File: src/sfw_pkg.sv
package sfw_pkg;
    // Protocol bytes on the serial link
    localparam logic [7:0] BYTE_MATCH = 8'h5a;
    localparam logic [7:0] BYTE_CMD_WRITE = 8'h30;
    localparam logic [7:0] BYTE_BAUD_INIT = 8'h28;
    localparam logic [7:0] BYTE_ERR_LEAD = 8'ha1;
    localparam logic [7:0] BYTE_ERR_MID = 8'ha3;
    localparam logic [7:0] BYTE_ERR_BAUD = 8'h62;
    localparam logic [7:0] BYTE_ERR_CMD = 8'h63;
    localparam logic [7:0] BYTE_REC_START = 8'h3a;
    localparam logic [7:0] BYTE_NONE = 8'h00;
    // Clock and rates
    localparam int CLK_HZ = 100_000_000;
    localparam int CLK_NS = 10;
    localparam int INIT_BPS = 9600;
    localparam int RST_PULSE_NS = 1000;
    localparam int RST_PULSE_CYC = (RST_PULSE_NS + CLK_NS - 1) / CLK_NS;
    // Session shape
    localparam logic [2:0] ADDR_BYTES = 3'h4;
    localparam logic [7:0] MAX_SYNC_TRIES = 8'h10;
    // UART frame: start, 8 data, stop
    localparam logic [3:0] UART_STOP_BIT = 4'h9;
    localparam logic [9:0] UART_IDLE_FRAME = 10'h3ff;
endpackage

File: src/sfw_host.sv
`timescale 1ns/100ps
// Behaviour
// - Controller resends matching byte until the echo comes back, halting after MAX_SYNC_TRIES (16) unanswered tries.
// - Third byte is the baud code, initial-rate code even without change.
// - Write command sent at new rate as fifth byte, echoed as sixth.
// - Password-count address high then low, no reply, silent halt on error.
// - Compare start address high then low, no reply, silent halt on error.
// - N password bytes follow; mismatch halts the device silently.
// - Blank part skips comparison; controller sends no password string.
// - Both addresses are still sent for a blank part.
// - Controller awaits the two checksum bytes after the end record.
// - Recovery from halt is device reset and restart from matching byte.
module sfw_host import sfw_pkg::*; #(
    parameter int DIVW = 16,
    parameter int BAUD_DIV_INIT = CLK_HZ / INIT_BPS,
    parameter int BOOT_WAIT_CYC = 1_000_000,
    parameter int SYNC_GAP_CYC = 200_000,
    parameter int REPLY_TMO_CYC = 5_000_000
) (
    // Clock and reset
    input wire logic clk_i,
    input wire logic rstn_i,
    // Session control
    input wire logic start_i,
    input wire logic [7:0] baud_code_i,
    input wire logic [DIVW-1:0] baud_div_i,
    input wire logic [15:0] pw_count_addr_i,
    input wire logic [15:0] pw_start_addr_i,
    input wire logic blank_i,
    input wire logic [7:0] pw_len_i,
    // Password byte stream
    input wire logic pw_valid_i,
    input wire logic [7:0] pw_data_i,
    output logic pw_ready_o,
    // Hex record byte stream
    input wire logic rec_valid_i,
    input wire logic [7:0] rec_data_i,
    input wire logic rec_last_i,
    output logic rec_ready_o,
    // Session status
    output logic busy_o,
    output logic done_o,
    output logic [15:0] sum_o,
    output logic halted_o,
    output logic [7:0] err_code_o,
    // Device pins
    output logic dev_rst_n_o,
    output logic txd_o,
    input wire logic rxd_i
);
    typedef enum {
        ST_IDLE, ST_RESET, ST_BOOT, ST_SYNC_TX, ST_SYNC_RX, ST_BAUD_TX, ST_BAUD_RX,
        ST_CMD_TX, ST_CMD_RX, ST_ADDR_TX, ST_PW_TX, ST_REC_TX, ST_SUM_HI, ST_SUM_LO,
        ST_DRAIN, ST_HALT
    } sfw_state_t;

    typedef struct packed {
        sfw_state_t state;
        logic [DIVW-1:0] div;
        logic [31:0] tmr;
        logic [7:0] cnt;
        logic [2:0] idx;
        logic [31:0] addr;
        logic [15:0] sum;
        logic [7:0] err_code;
        logic linked;
        logic done;
        logic dev_rst_n;
    } sfw_host_st_t;

    logic [1:0] rst_sync_ff;
    logic rst_n;
    sfw_host_st_t st_ff;
    sfw_host_st_t nxt_st;
    logic tx_start;
    logic [7:0] tx_data;
    logic tx_busy;
    logic rx_valid;
    logic [7:0] rx_data;
    logic rx_err;
    logic tmr_out;

    always_ff @(posedge clk_i or negedge rstn_i) begin
        if (!rstn_i) begin
            rst_sync_ff <= 2'h0;
        end else begin
            rst_sync_ff <= {rst_sync_ff[0], 1'b1};
        end
    end
    assign rst_n = rst_sync_ff[1];

    sfw_uart #(.DIVW(DIVW)) u_uart (
        .clk_i(clk_i),
        .rst_n_i(rst_n),
        .div_i(st_ff.div),
        .tx_start_i(tx_start),
        .tx_data_i(tx_data),
        .tx_busy_o(tx_busy),
        .txd_o(txd_o),
        .rxd_i(rxd_i),
        .rx_valid_o(rx_valid),
        .rx_data_o(rx_data),
        .rx_err_o(rx_err)
    );

    assign tmr_out = (st_ff.tmr == '0);
    assign pw_ready_o = (st_ff.state == ST_PW_TX) && !tx_busy;
    assign rec_ready_o = (st_ff.state == ST_REC_TX) && !tx_busy;

    always_comb begin
        nxt_st = st_ff;
        nxt_st.done = 1'b0;
        tx_start = 1'b0;
        tx_data = BYTE_NONE;
        if (!tmr_out) begin
            nxt_st.tmr = st_ff.tmr - 1'b1;
        end
        unique case (st_ff.state)
            ST_IDLE, ST_HALT: begin
                if (start_i) begin
                    nxt_st.addr = {pw_count_addr_i, pw_start_addr_i};
                    nxt_st.err_code = BYTE_NONE;
                    if (st_ff.linked && st_ff.state == ST_IDLE) begin
                        nxt_st.state = ST_CMD_TX;
                    end else begin
                        // Any halt is only left through a device reset
                        nxt_st.state = ST_RESET;
                        nxt_st.linked = 1'b0;
                        nxt_st.dev_rst_n = 1'b0;
                        nxt_st.div = DIVW'(BAUD_DIV_INIT);
                        nxt_st.tmr = 32'(RST_PULSE_CYC - 1);
                    end
                end
            end
            ST_RESET: begin
                if (tmr_out) begin
                    nxt_st.dev_rst_n = 1'b1;
                    nxt_st.tmr = 32'(BOOT_WAIT_CYC);
                    nxt_st.cnt = MAX_SYNC_TRIES;
                    nxt_st.state = ST_BOOT;
                end
            end
            ST_BOOT: begin
                if (tmr_out) begin
                    nxt_st.state = ST_SYNC_TX;
                end
            end
            ST_SYNC_TX: begin
                if (!tx_busy) begin
                    tx_start = 1'b1;
                    tx_data = BYTE_MATCH;
                    nxt_st.cnt = st_ff.cnt - 1'b1;
                    nxt_st.tmr = 32'(SYNC_GAP_CYC);
                    nxt_st.state = ST_SYNC_RX;
                end
            end
            ST_SYNC_RX: begin
                if (rx_valid && rx_data == BYTE_MATCH) begin
                    nxt_st.state = ST_BAUD_TX;
                end else if (tmr_out || rx_valid || rx_err) begin
                    // No echo yet: keep offering the matching byte
                    nxt_st.state = (st_ff.cnt == '0) ? ST_HALT : ST_SYNC_TX;
                end
            end
            ST_BAUD_TX: begin
                if (!tx_busy) begin
                    tx_start = 1'b1;
                    tx_data = baud_code_i;
                    nxt_st.tmr = 32'(REPLY_TMO_CYC);
                    nxt_st.state = ST_BAUD_RX;
                end
            end
            ST_BAUD_RX: begin
                if (rx_valid && rx_data == baud_code_i) begin
                    // Rate moves only once the echo is fully in
                    nxt_st.div = baud_div_i;
                    nxt_st.linked = 1'b1;
                    nxt_st.state = ST_CMD_TX;
                end else if (rx_valid) begin
                    nxt_st.err_code = rx_data;
                    nxt_st.tmr = 32'(SYNC_GAP_CYC);
                    nxt_st.state = ST_DRAIN;
                end else if (tmr_out || rx_err) begin
                    nxt_st.state = ST_HALT;
                end
            end
            ST_CMD_TX: begin
                if (!tx_busy) begin
                    tx_start = 1'b1;
                    tx_data = BYTE_CMD_WRITE;
                    nxt_st.tmr = 32'(REPLY_TMO_CYC);
                    nxt_st.state = ST_CMD_RX;
                end
            end
            ST_CMD_RX: begin
                if (rx_valid && rx_data == BYTE_CMD_WRITE) begin
                    nxt_st.idx = 3'h0;
                    nxt_st.state = ST_ADDR_TX;
                end else if (rx_valid) begin
                    nxt_st.err_code = rx_data;
                    nxt_st.tmr = 32'(SYNC_GAP_CYC);
                    nxt_st.state = ST_DRAIN;
                end else if (tmr_out || rx_err) begin
                    nxt_st.state = ST_HALT;
                end
            end
            ST_ADDR_TX: begin
                // Both addresses go out even for a blank part
                if (!tx_busy) begin
                    tx_start = 1'b1;
                    tx_data = st_ff.addr[31:24];
                    nxt_st.addr = {st_ff.addr[23:0], 8'h00};
                    nxt_st.idx = st_ff.idx + 1'b1;
                    if (st_ff.idx == ADDR_BYTES - 1'b1) begin
                        nxt_st.cnt = pw_len_i;
                        nxt_st.state = (blank_i || pw_len_i == '0) ? ST_REC_TX : ST_PW_TX;
                    end
                end
            end
            ST_PW_TX: begin
                if (!tx_busy && pw_valid_i) begin
                    tx_start = 1'b1;
                    tx_data = pw_data_i;
                    nxt_st.cnt = st_ff.cnt - 1'b1;
                    if (st_ff.cnt == 8'h01) begin
                        nxt_st.state = ST_REC_TX;
                    end
                end
            end
            ST_REC_TX: begin
                // Records pass verbatim; the device answers nothing until the end record
                if (!tx_busy && rec_valid_i) begin
                    tx_start = 1'b1;
                    tx_data = rec_data_i;
                    if (rec_last_i) begin
                        nxt_st.tmr = 32'(REPLY_TMO_CYC);
                        nxt_st.state = ST_SUM_HI;
                    end
                end
            end
            ST_SUM_HI: begin
                // Silence here means the device halted on the way
                if (rx_valid) begin
                    nxt_st.cnt = rx_data;
                    nxt_st.tmr = 32'(REPLY_TMO_CYC);
                    nxt_st.state = ST_SUM_LO;
                end else if (tmr_out || rx_err) begin
                    nxt_st.state = ST_HALT;
                end
            end
            ST_SUM_LO: begin
                if (rx_valid) begin
                    nxt_st.sum = {st_ff.cnt, rx_data};
                    nxt_st.done = 1'b1;
                    nxt_st.state = ST_IDLE;
                end else if (tmr_out || rx_err) begin
                    nxt_st.state = ST_HALT;
                end
            end
            ST_DRAIN: begin
                // Keep the last error byte; the run of nine ends in silence
                if (rx_valid) begin
                    nxt_st.err_code = rx_data;
                    nxt_st.tmr = 32'(SYNC_GAP_CYC);
                end else if (tmr_out) begin
                    nxt_st.linked = 1'b0;
                    nxt_st.state = ST_HALT;
                end
            end
        endcase
        if (nxt_st.state == ST_HALT) begin
            nxt_st.linked = 1'b0;
        end
    end

    always_ff @(posedge clk_i or negedge rst_n) begin
        if (!rst_n) begin
            st_ff <= '{state: ST_IDLE, div: DIVW'(BAUD_DIV_INIT), dev_rst_n: 1'b1, default: '0};
        end else begin
            st_ff <= nxt_st;
        end
    end

    assign busy_o = (st_ff.state != ST_IDLE) && (st_ff.state != ST_HALT);
    assign done_o = st_ff.done;
    assign sum_o = st_ff.sum;
    assign halted_o = (st_ff.state == ST_HALT);
    assign err_code_o = st_ff.err_code;
    assign dev_rst_n_o = st_ff.dev_rst_n;
endmodule // sfw_host

File: src/sfw_uart.sv
`timescale 1ns/100ps
module sfw_uart import sfw_pkg::*; #(
    parameter int DIVW = 16
) (
    // Clock and reset
    input wire logic clk_i,
    input wire logic rst_n_i,
    // Bit period in clock cycles
    input wire logic [DIVW-1:0] div_i,
    // Transmit side
    input wire logic tx_start_i,
    input wire logic [7:0] tx_data_i,
    output logic tx_busy_o,
    output logic txd_o,
    // Receive side
    input wire logic rxd_i,
    output logic rx_valid_o,
    output logic [7:0] rx_data_o,
    output logic rx_err_o
);
    typedef struct packed {
        logic tx_act;
        logic [DIVW-1:0] tx_cnt;
        logic [3:0] tx_bit;
        logic [9:0] tx_sh;
        logic txd;
        logic rx_act;
        logic [DIVW-1:0] rx_cnt;
        logic [3:0] rx_bit;
        logic [7:0] rx_sh;
        logic rx_valid;
        logic rx_err;
    } sfw_uart_st_t;

    sfw_uart_st_t st_ff;
    sfw_uart_st_t nxt_st;

    always_comb begin
        nxt_st = st_ff;
        nxt_st.rx_valid = 1'b0;
        nxt_st.rx_err = 1'b0;
        if (!st_ff.tx_act) begin
            nxt_st.txd = 1'b1;
            if (tx_start_i) begin
                nxt_st.tx_act = 1'b1;
                nxt_st.tx_sh = {1'b1, tx_data_i, 1'b0};
                nxt_st.tx_cnt = div_i - 1'b1;
                nxt_st.tx_bit = 4'h0;
                nxt_st.txd = 1'b0;
            end
        end else if (st_ff.tx_cnt != '0) begin
            nxt_st.tx_cnt = st_ff.tx_cnt - 1'b1;
        end else if (st_ff.tx_bit == UART_STOP_BIT) begin
            nxt_st.tx_act = 1'b0;
            nxt_st.tx_sh = UART_IDLE_FRAME;
        end else begin
            nxt_st.tx_bit = st_ff.tx_bit + 1'b1;
            nxt_st.tx_sh = {1'b1, st_ff.tx_sh[9:1]};
            nxt_st.txd = st_ff.tx_sh[1];
            nxt_st.tx_cnt = div_i - 1'b1;
        end
        // Receiver samples mid-bit, counted from the falling start edge
        if (!st_ff.rx_act) begin
            if (!rxd_i) begin
                nxt_st.rx_act = 1'b1;
                nxt_st.rx_cnt = div_i >> 1;
                nxt_st.rx_bit = 4'h0;
            end
        end else if (st_ff.rx_cnt != '0) begin
            nxt_st.rx_cnt = st_ff.rx_cnt - 1'b1;
        end else begin
            nxt_st.rx_cnt = div_i - 1'b1;
            nxt_st.rx_bit = st_ff.rx_bit + 1'b1;
            if (st_ff.rx_bit == 4'h0) begin
                // Glitch, not a start bit
                nxt_st.rx_act = !rxd_i;
            end else if (st_ff.rx_bit == UART_STOP_BIT) begin
                nxt_st.rx_act = 1'b0;
                nxt_st.rx_valid = rxd_i;
                nxt_st.rx_err = !rxd_i;
            end else begin
                nxt_st.rx_sh = {rxd_i, st_ff.rx_sh[7:1]};
            end
        end
    end

    always_ff @(posedge clk_i or negedge rst_n_i) begin
        if (!rst_n_i) begin
            st_ff <= '{tx_sh: UART_IDLE_FRAME, txd: 1'b1, default: '0};
        end else begin
            st_ff <= nxt_st;
        end
    end

    assign tx_busy_o = st_ff.tx_act;
    assign txd_o = st_ff.txd;
    assign rx_valid_o = st_ff.rx_valid;
    assign rx_data_o = st_ff.rx_sh;
    assign rx_err_o = st_ff.rx_err;
endmodule // sfw_uart

File: config.mk
export PLATFORM = sky130hd
export DESIGN_NAME = sfw_host
export DESIGN_NICKNAME = d
export VERILOG_FILES = /design/src/sfw_pkg.sv /design/src/sfw_host.sv /design/src/sfw_uart.sv
export SDC_FILE = /design/constraint.sdc
export NUM_CORES = 1
export LEC_CHECK = 0
export BUFFER_PORTS_ARGS = -buffer_cell sky130_fd_sc_hd__buf_4
export CAP_MARGIN = 10
export CORE_MARGIN = 3
export CORE_UTILIZATION = 30
export DETAILED_ROUTE_END_ITERATION = 7
export PLACE_DENSITY = 0.52
export SLEW_MARGIN = 40
export SYNTH_ARGS = -nofsm -noshare
export SYNTH_HDL_FRONTEND = slang
export SYNTH_SLANG_ARGS = --single-unit
File: constraint.sdc
create_clock -name clk_i -period 7.58 [get_ports clk_i]
set_input_delay 1.516 -clock clk_i [delete_from_list [all_inputs] [get_ports clk_i]]
set_output_delay 1.516 -clock clk_i [all_outputs]
set_load 0.05 [all_outputs]
Yosys cells after proc, flatten, opt, wreduce, memory -nomap -nowiden
Cells that the tools add are included.
{"block": "classes", "add_sub_neg": 8, "eq_ne": 49, "muxes": 91, "bitwise": 3, "n_reduce_logical": 49}
{"cell": "32-bit two-way mux", "n": 31}
{"cell": "32-bit one-hot mux with 15 select lines", "n": 1}
{"cell": "32-bit one-hot mux with 9 select lines", "n": 1}
{"cell": "32-bit by 4-bit equality test with 1-bit output, second input constant", "n": 8}
{"cell": "32-bit by 3-bit equality test with 1-bit output, second input constant", "n": 4}
{"cell": "32-bit by 5-bit equality test with 1-bit output, second input constant", "n": 4}
{"cell": "40-bit two-way mux", "n": 3}
{"cell": "32-bit logical NOT", "n": 3}
{"cell": "80-bit two-way mux", "n": 1}
{"cell": "32-bit by 2-bit equality test with 1-bit output, second input constant", "n": 2}
{"cell": "8-bit two-way mux", "n": 8}
{"cell": "32-bit one-hot mux with 2 select lines", "n": 1}
{"cell": "16-bit two-way mux", "n": 3}
{"cell": "48-bit two-way mux", "n": 1}
{"cell": "8-bit one-hot mux with 6 select lines", "n": 1}
{"cell": "16-bit by 1-bit subtractor with 16-bit output, second input constant", "n": 3}
{"cell": "43-bit two-way mux", "n": 1}
{"cell": "21-bit two-way mux", "n": 2}
{"cell": "8-bit one-hot mux with 5 select lines", "n": 1}
{"cell": "32-bit by 1-bit equality test with 1-bit output, second input constant", "n": 1}
{"cell": "32-bit by 5-bit inequality test with 1-bit output, second input constant", "n": 1}
{"cell": "16-bit one-hot mux with 2 select lines", "n": 1}
{"cell": "8-bit one-hot mux with 4 select lines", "n": 1}
{"cell": "16-bit nonzero test", "n": 2}
{"cell": "other kinds (42)", "n": 115}
{"block": "totals", "ff_bits": 215, "input_bits": 88, "output_inout_bits": 31, "word_cells": 223}

Longest topological paths before layout
{"block": "logic_depth", "depth_word": 9, "depth_mapped": 12, "ltp_nobuf": 11}

By module
Synthesis repeated with hierarchy kept, for this count alone.
{"block": "hier_totals", "cells_unflattened": 1335, "area_unflattened_um2": 12355.6}
{"mod": "sfw_host", "instances": 1, "cells_each": 906, "area_per_inst_um2": 8409.3, "seq_area_each_um2": 3811.2}
{"mod": "sfw_uart", "instances": 1, "cells_each": 429, "area_per_inst_um2": 3946.3, "seq_area_each_um2": 1564.0}

Worst setup path before layout
OpenSTA, ideal clock, no wires.
{"block": "synth_path", "kind": "flip-flop to output port", "start": "register st_ff[147] in the netlist's numbering", "end": "output rec_ready_o", "arrival_ns": 3.181, "required_ns": 6.064, "slack_ns": 2.883, "path_stages_with_launch": 8, "path_buffers": 3, "cell_sequence": "dfrtp_1 > nor4_1 > and4_1 > nand2_1 > clkbuf_1 > clkbuf_1 > buf_1 > nor4_1"}
{"block": "synth_via", "elab_chain_len": 2}
{"item": "start: declaration", "line_no": "sfw_host.sv:73", "text": "sfw_host_st_t st_ff;"}
{"item": "start signal: assignment", "line_no": "sfw_host.sv:280", "text": "st_ff <= nxt_st;"}
{"item": "32-bit by 5-bit equality test with 1-bit output", "line_no": "sfw_host.sv:108", "text": "assign rec_ready_o = (st_ff.state == ST_REC_TX) && !tx_busy;"}
{"item": "1-bit logical AND", "line_no": "sfw_host.sv:108"}
{"item": "end: declaration", "line_no": "sfw_host.sv:39", "text": "output logic rec_ready_o,"}
No other way between the ends.

Worst setup path after layout
{"block": "layout_path", "start": "register st_ff[118] in the netlist's numbering", "end": "output busy_o"}
{"block": "layout_via", "elab_chain_len": 2, "word_cells_on_any_way": 3, "cone_classes": "eq/ne (1); reduce/logical (2)"}
{"item": "32-bit by 5-bit inequality test with 1-bit output or 32-bit nonzero test (tied branches)", "line_no": "sfw_host.sv:284", "text": "assign busy_o = (st_ff.state != ST_IDLE) && (st_ff.state != ST_HALT);"}
{"item": "1-bit logical AND *", "line_no": "sfw_host.sv:284"}
{"item": "end: declaration", "line_no": "sfw_host.sv:41", "text": "output logic busy_o,"}
Every way passes the cells marked *; elsewhere a longest branch is shown, timed or not.

==> flow_summary.json <==
{
  "p_clk_share_pct": 27.1,
  "final_design_area_no_fill_um2": 14400,
  "dpl.hpwl_mm": 25.7,
  "hold_class": "flip-flop to asynchronous set/reset pin",
  "tightest_slew_ns": 0.802,
  "leakage_nw": 6.21,
  "vias": 10300,
  "p_per_area_nw_per_um2": 360,
  "die_w_um": 207,
  "cp.required_ns": 6.06,
  "grt_pass1_wl_mm": 57.9,
  "p_sw_share_pct": 39.0,
  "drive_gt1_share_pct": 18.3,
  "cts_tree": "yes",
  "layout.nets": 1505,
  "switchingPower_mw": 2.02,
  "diodes": 0,
  "antenna_found_initial": 0,
  "hold_buffers": 0,
  "worst_ir_drop_vdd_uv": 166,
  "setup_violations": 0,
  "post_cts_buffers": 0,
  "total_power_mw": 5.18,
  "syn-num-nets": 1431,
  "wl_per_cell_um": 18.5,
  "synth-seq-cells": 214,
  "start_util_pct": 30.8,
  "period_share_pct": 55.4,
  "min_period_ns": 4.20,
  "synth_edf_count": 0,
  "grt_pass1_vias": 10100,
  "netlist_area_um2": 12100,
  "synth-simple-area-share_pct": 21.1,
  "globalplace.congestion": 0.906,
  "io_buffers": 118,
  "synthTopCellsByCount": "198 x dfrtp_1, 149 x nand2_1, 124 x nor2_1",
  "power_frac_comb_pct": 37.9,
  "final_hold_viol_count": 0,
  "synth_xor_area_share_pct": 4.64,
  "synth-async-reset-ratio_pct": 100,
  "root_buffer": "clkbuf_16",
  "yosys.cell_types.count": 80,
  "synth_warnings": 0,
  "placed_cells": 1891,
  "slew_viol_final": 0,
  "synth_top_family_by_area": "simple AND/OR/NAND/NOR gates",
  "crit_type": "flip-flop to output port",
  "synth_fa_ha_area_share_pct": 1.64,
  "p_int_mw": 3.16,
  "yosysTopAreaCellShare_pct": 41.0,
  "synthFlopType": "dfrtp_1",
  "stdcell_count": 1941,
  "worstSetupStartpointType": "flip-flop",
  "synth_top_cell_by_area": "dfrtp_1",
  "row_count": 72,
  "cp.arrival_ns": 2.68,
  "muxShareOfSynthArea_pct": 5.58,
  "syn_area_per_cell_um2": 9.10,
  "viasPerCell": 5.29,
  "place_ws_ns": 3.83,
  "cts_buffer_depth": 3,
  "io_pins": 119,
  "clock_skew_ns": 0.0220,
  "fin_setup_tns_ns": 0,
  "setup_slack_ns": 3.38,
  "synth-compound-area-share_pct": 17.6,
  "synth_seq_area_share_pct": 44.5,
  "end_kind": "output port",
  "first_pass_iters": 8,
  "routed_wl_mm": 35.9,
  "place_area_um2": 13400,
  "clk_latency_ns": 0.56,
  "area_growth_pct": 18.9,
  "grt_use_total_pct": 16.9,
  "grt-ovfl-total": 0,
  "fp.dieH_um": 207,
  "fmax_mhz": 238,
  "cts-resized-gates": 0,
  "htree_num_levels": 1,
  "relSlewSlack_pct": 46.5,
  "drc": 0,
  "die-area_um2": 42700,
  "ant_nets": 0,
  "cts.clk_slew.worst_paths_ns": 0.06,
  "max_cap_violations": 0,
  "grt_max_degree": 61,
  "numCtsBuffers": 27,
  "hold_ws_ns": 0.244,
  "grt_setup_unrepaired": "false",
  "synth_area_leaders": "dfrtp_1 41%, o21ai_0 5.1%, nand2_1 4.6%",
  "drt_iter0_markers": 901,
  "core_area_um2": 39200,
  "yosysMostFrequentCell": "dfrtp_1",
  "p_seq_share_pct": 35.0,
  "cp_max_fo": 41,
  "final_util_pct": 36.6,
  "postSynthCellCount": 1328,
  "outcome": "finished, final reports clean",
  "cts.sinks": 214
}
power groups by stage:
stage / clock network (mW) / logic, mW / registers, mW
floorplan: 0 / 1.45 / 1.74
global placement: 0 / 1.92 / 1.82
detailed placement: 0 / 1.95 / 1.82
CTS: 1.44 / 1.96 / 1.80
global route: 1.50 / 2.21 / 1.86
finish: 1.41 / 1.96 / 1.81
worst paths after layout:
| check | startpoint | to | slack (ns) | cells after the start |
|---|---|---|---|---|
| min in group clk_i | rst_sync_ff[0] | rst_sync_ff[1] | 0.35 | 0 |
| hold / removal | rst_sync_ff[1] | st_ff[111] | 0.24 | 0 |
| hold reg to reg | rst_sync_ff[1] | st_ff[111] | 0.24 | 0 |
| setup / recovery | st_ff[118] | busy_o | 3.38 | 6 |
| max in group asynchronous | rst_sync_ff[1] | u_uart.rx_data_o[0] | 5.93 | 2 |
| setup reg to reg | st_ff[118] | err_code_o[7] | 4.12 | 9 |
kinds of logic (layout without fill, tap and decap cells):
family / Yosys count / after routing
DFF: 214 / 214
muxes: 64 / 64
other: 1 / 1
and+or+nand+nor: 513 / 513
buffers and inverters: 124 / 219
adders and majority gates: 16 / 16
AOI/OAI and AO/OA: 332 / 332
xor gates and xnor gates: 64 / 64
worst max-delay path, stage by stage (launching register included):
cell     delay [ns]
dfrtp_1        0.37
buf_4          0.25
or2_2          0.47
nor3_2         0.33
or2_2          0.25
nand2_1        0.18
buf_4          0.25
area by class of cell:
cell class              instances  area [um2]
clock buffers                  36         729
clock inverters                14         249
fillers                      4038       24800
inverters                      29         109
multi-input cells             990        6160
flip-flops and latches        214        5380
well taps                     518         648
repair buffers                140        1090
state kept, by name, indices dropped and copies added (netlist names):
| name | count |
|---|---|
| u_uart.rx_valid_o | 1 |
| err_code_o | 8 |
| done_o | 1 |
| u_uart.st_ff | 50 |
| rst_sync_ff | 2 |
| u_uart.rx_data_o | 8 |
| u_uart.rx_err_o | 1 |
| sum_o | 16 |
| st_ff | 124 |
| dev_rst_n_o | 1 |
| u_uart.tx_busy_o | 1 |
| u_uart.txd_o | 1 |
routing by layer:
layer / track usage (%) / wire (um)
met5: 0 / 0
met4: 4.65 / 954
met3: 2.51 / 1720
met2: 26.7 / 16500
met1: 24.2 / 16700
cells in the final DEF (no fill, tap or decap), drive strengths merged, types with 19 or more instances in the layout:
master and n:
nor2 125, xor2 19, nand2 149, dfrtp 198
o21ai 129, clkbuf 36, inv 29, and2 36
xnor2 45, nor3 49, nor4 33, mux2i 37
mux2 27, nand3 32, a21oi 64, a22o 19
buf 140
No activity file was read; power rests on OpenSTA's default activity.
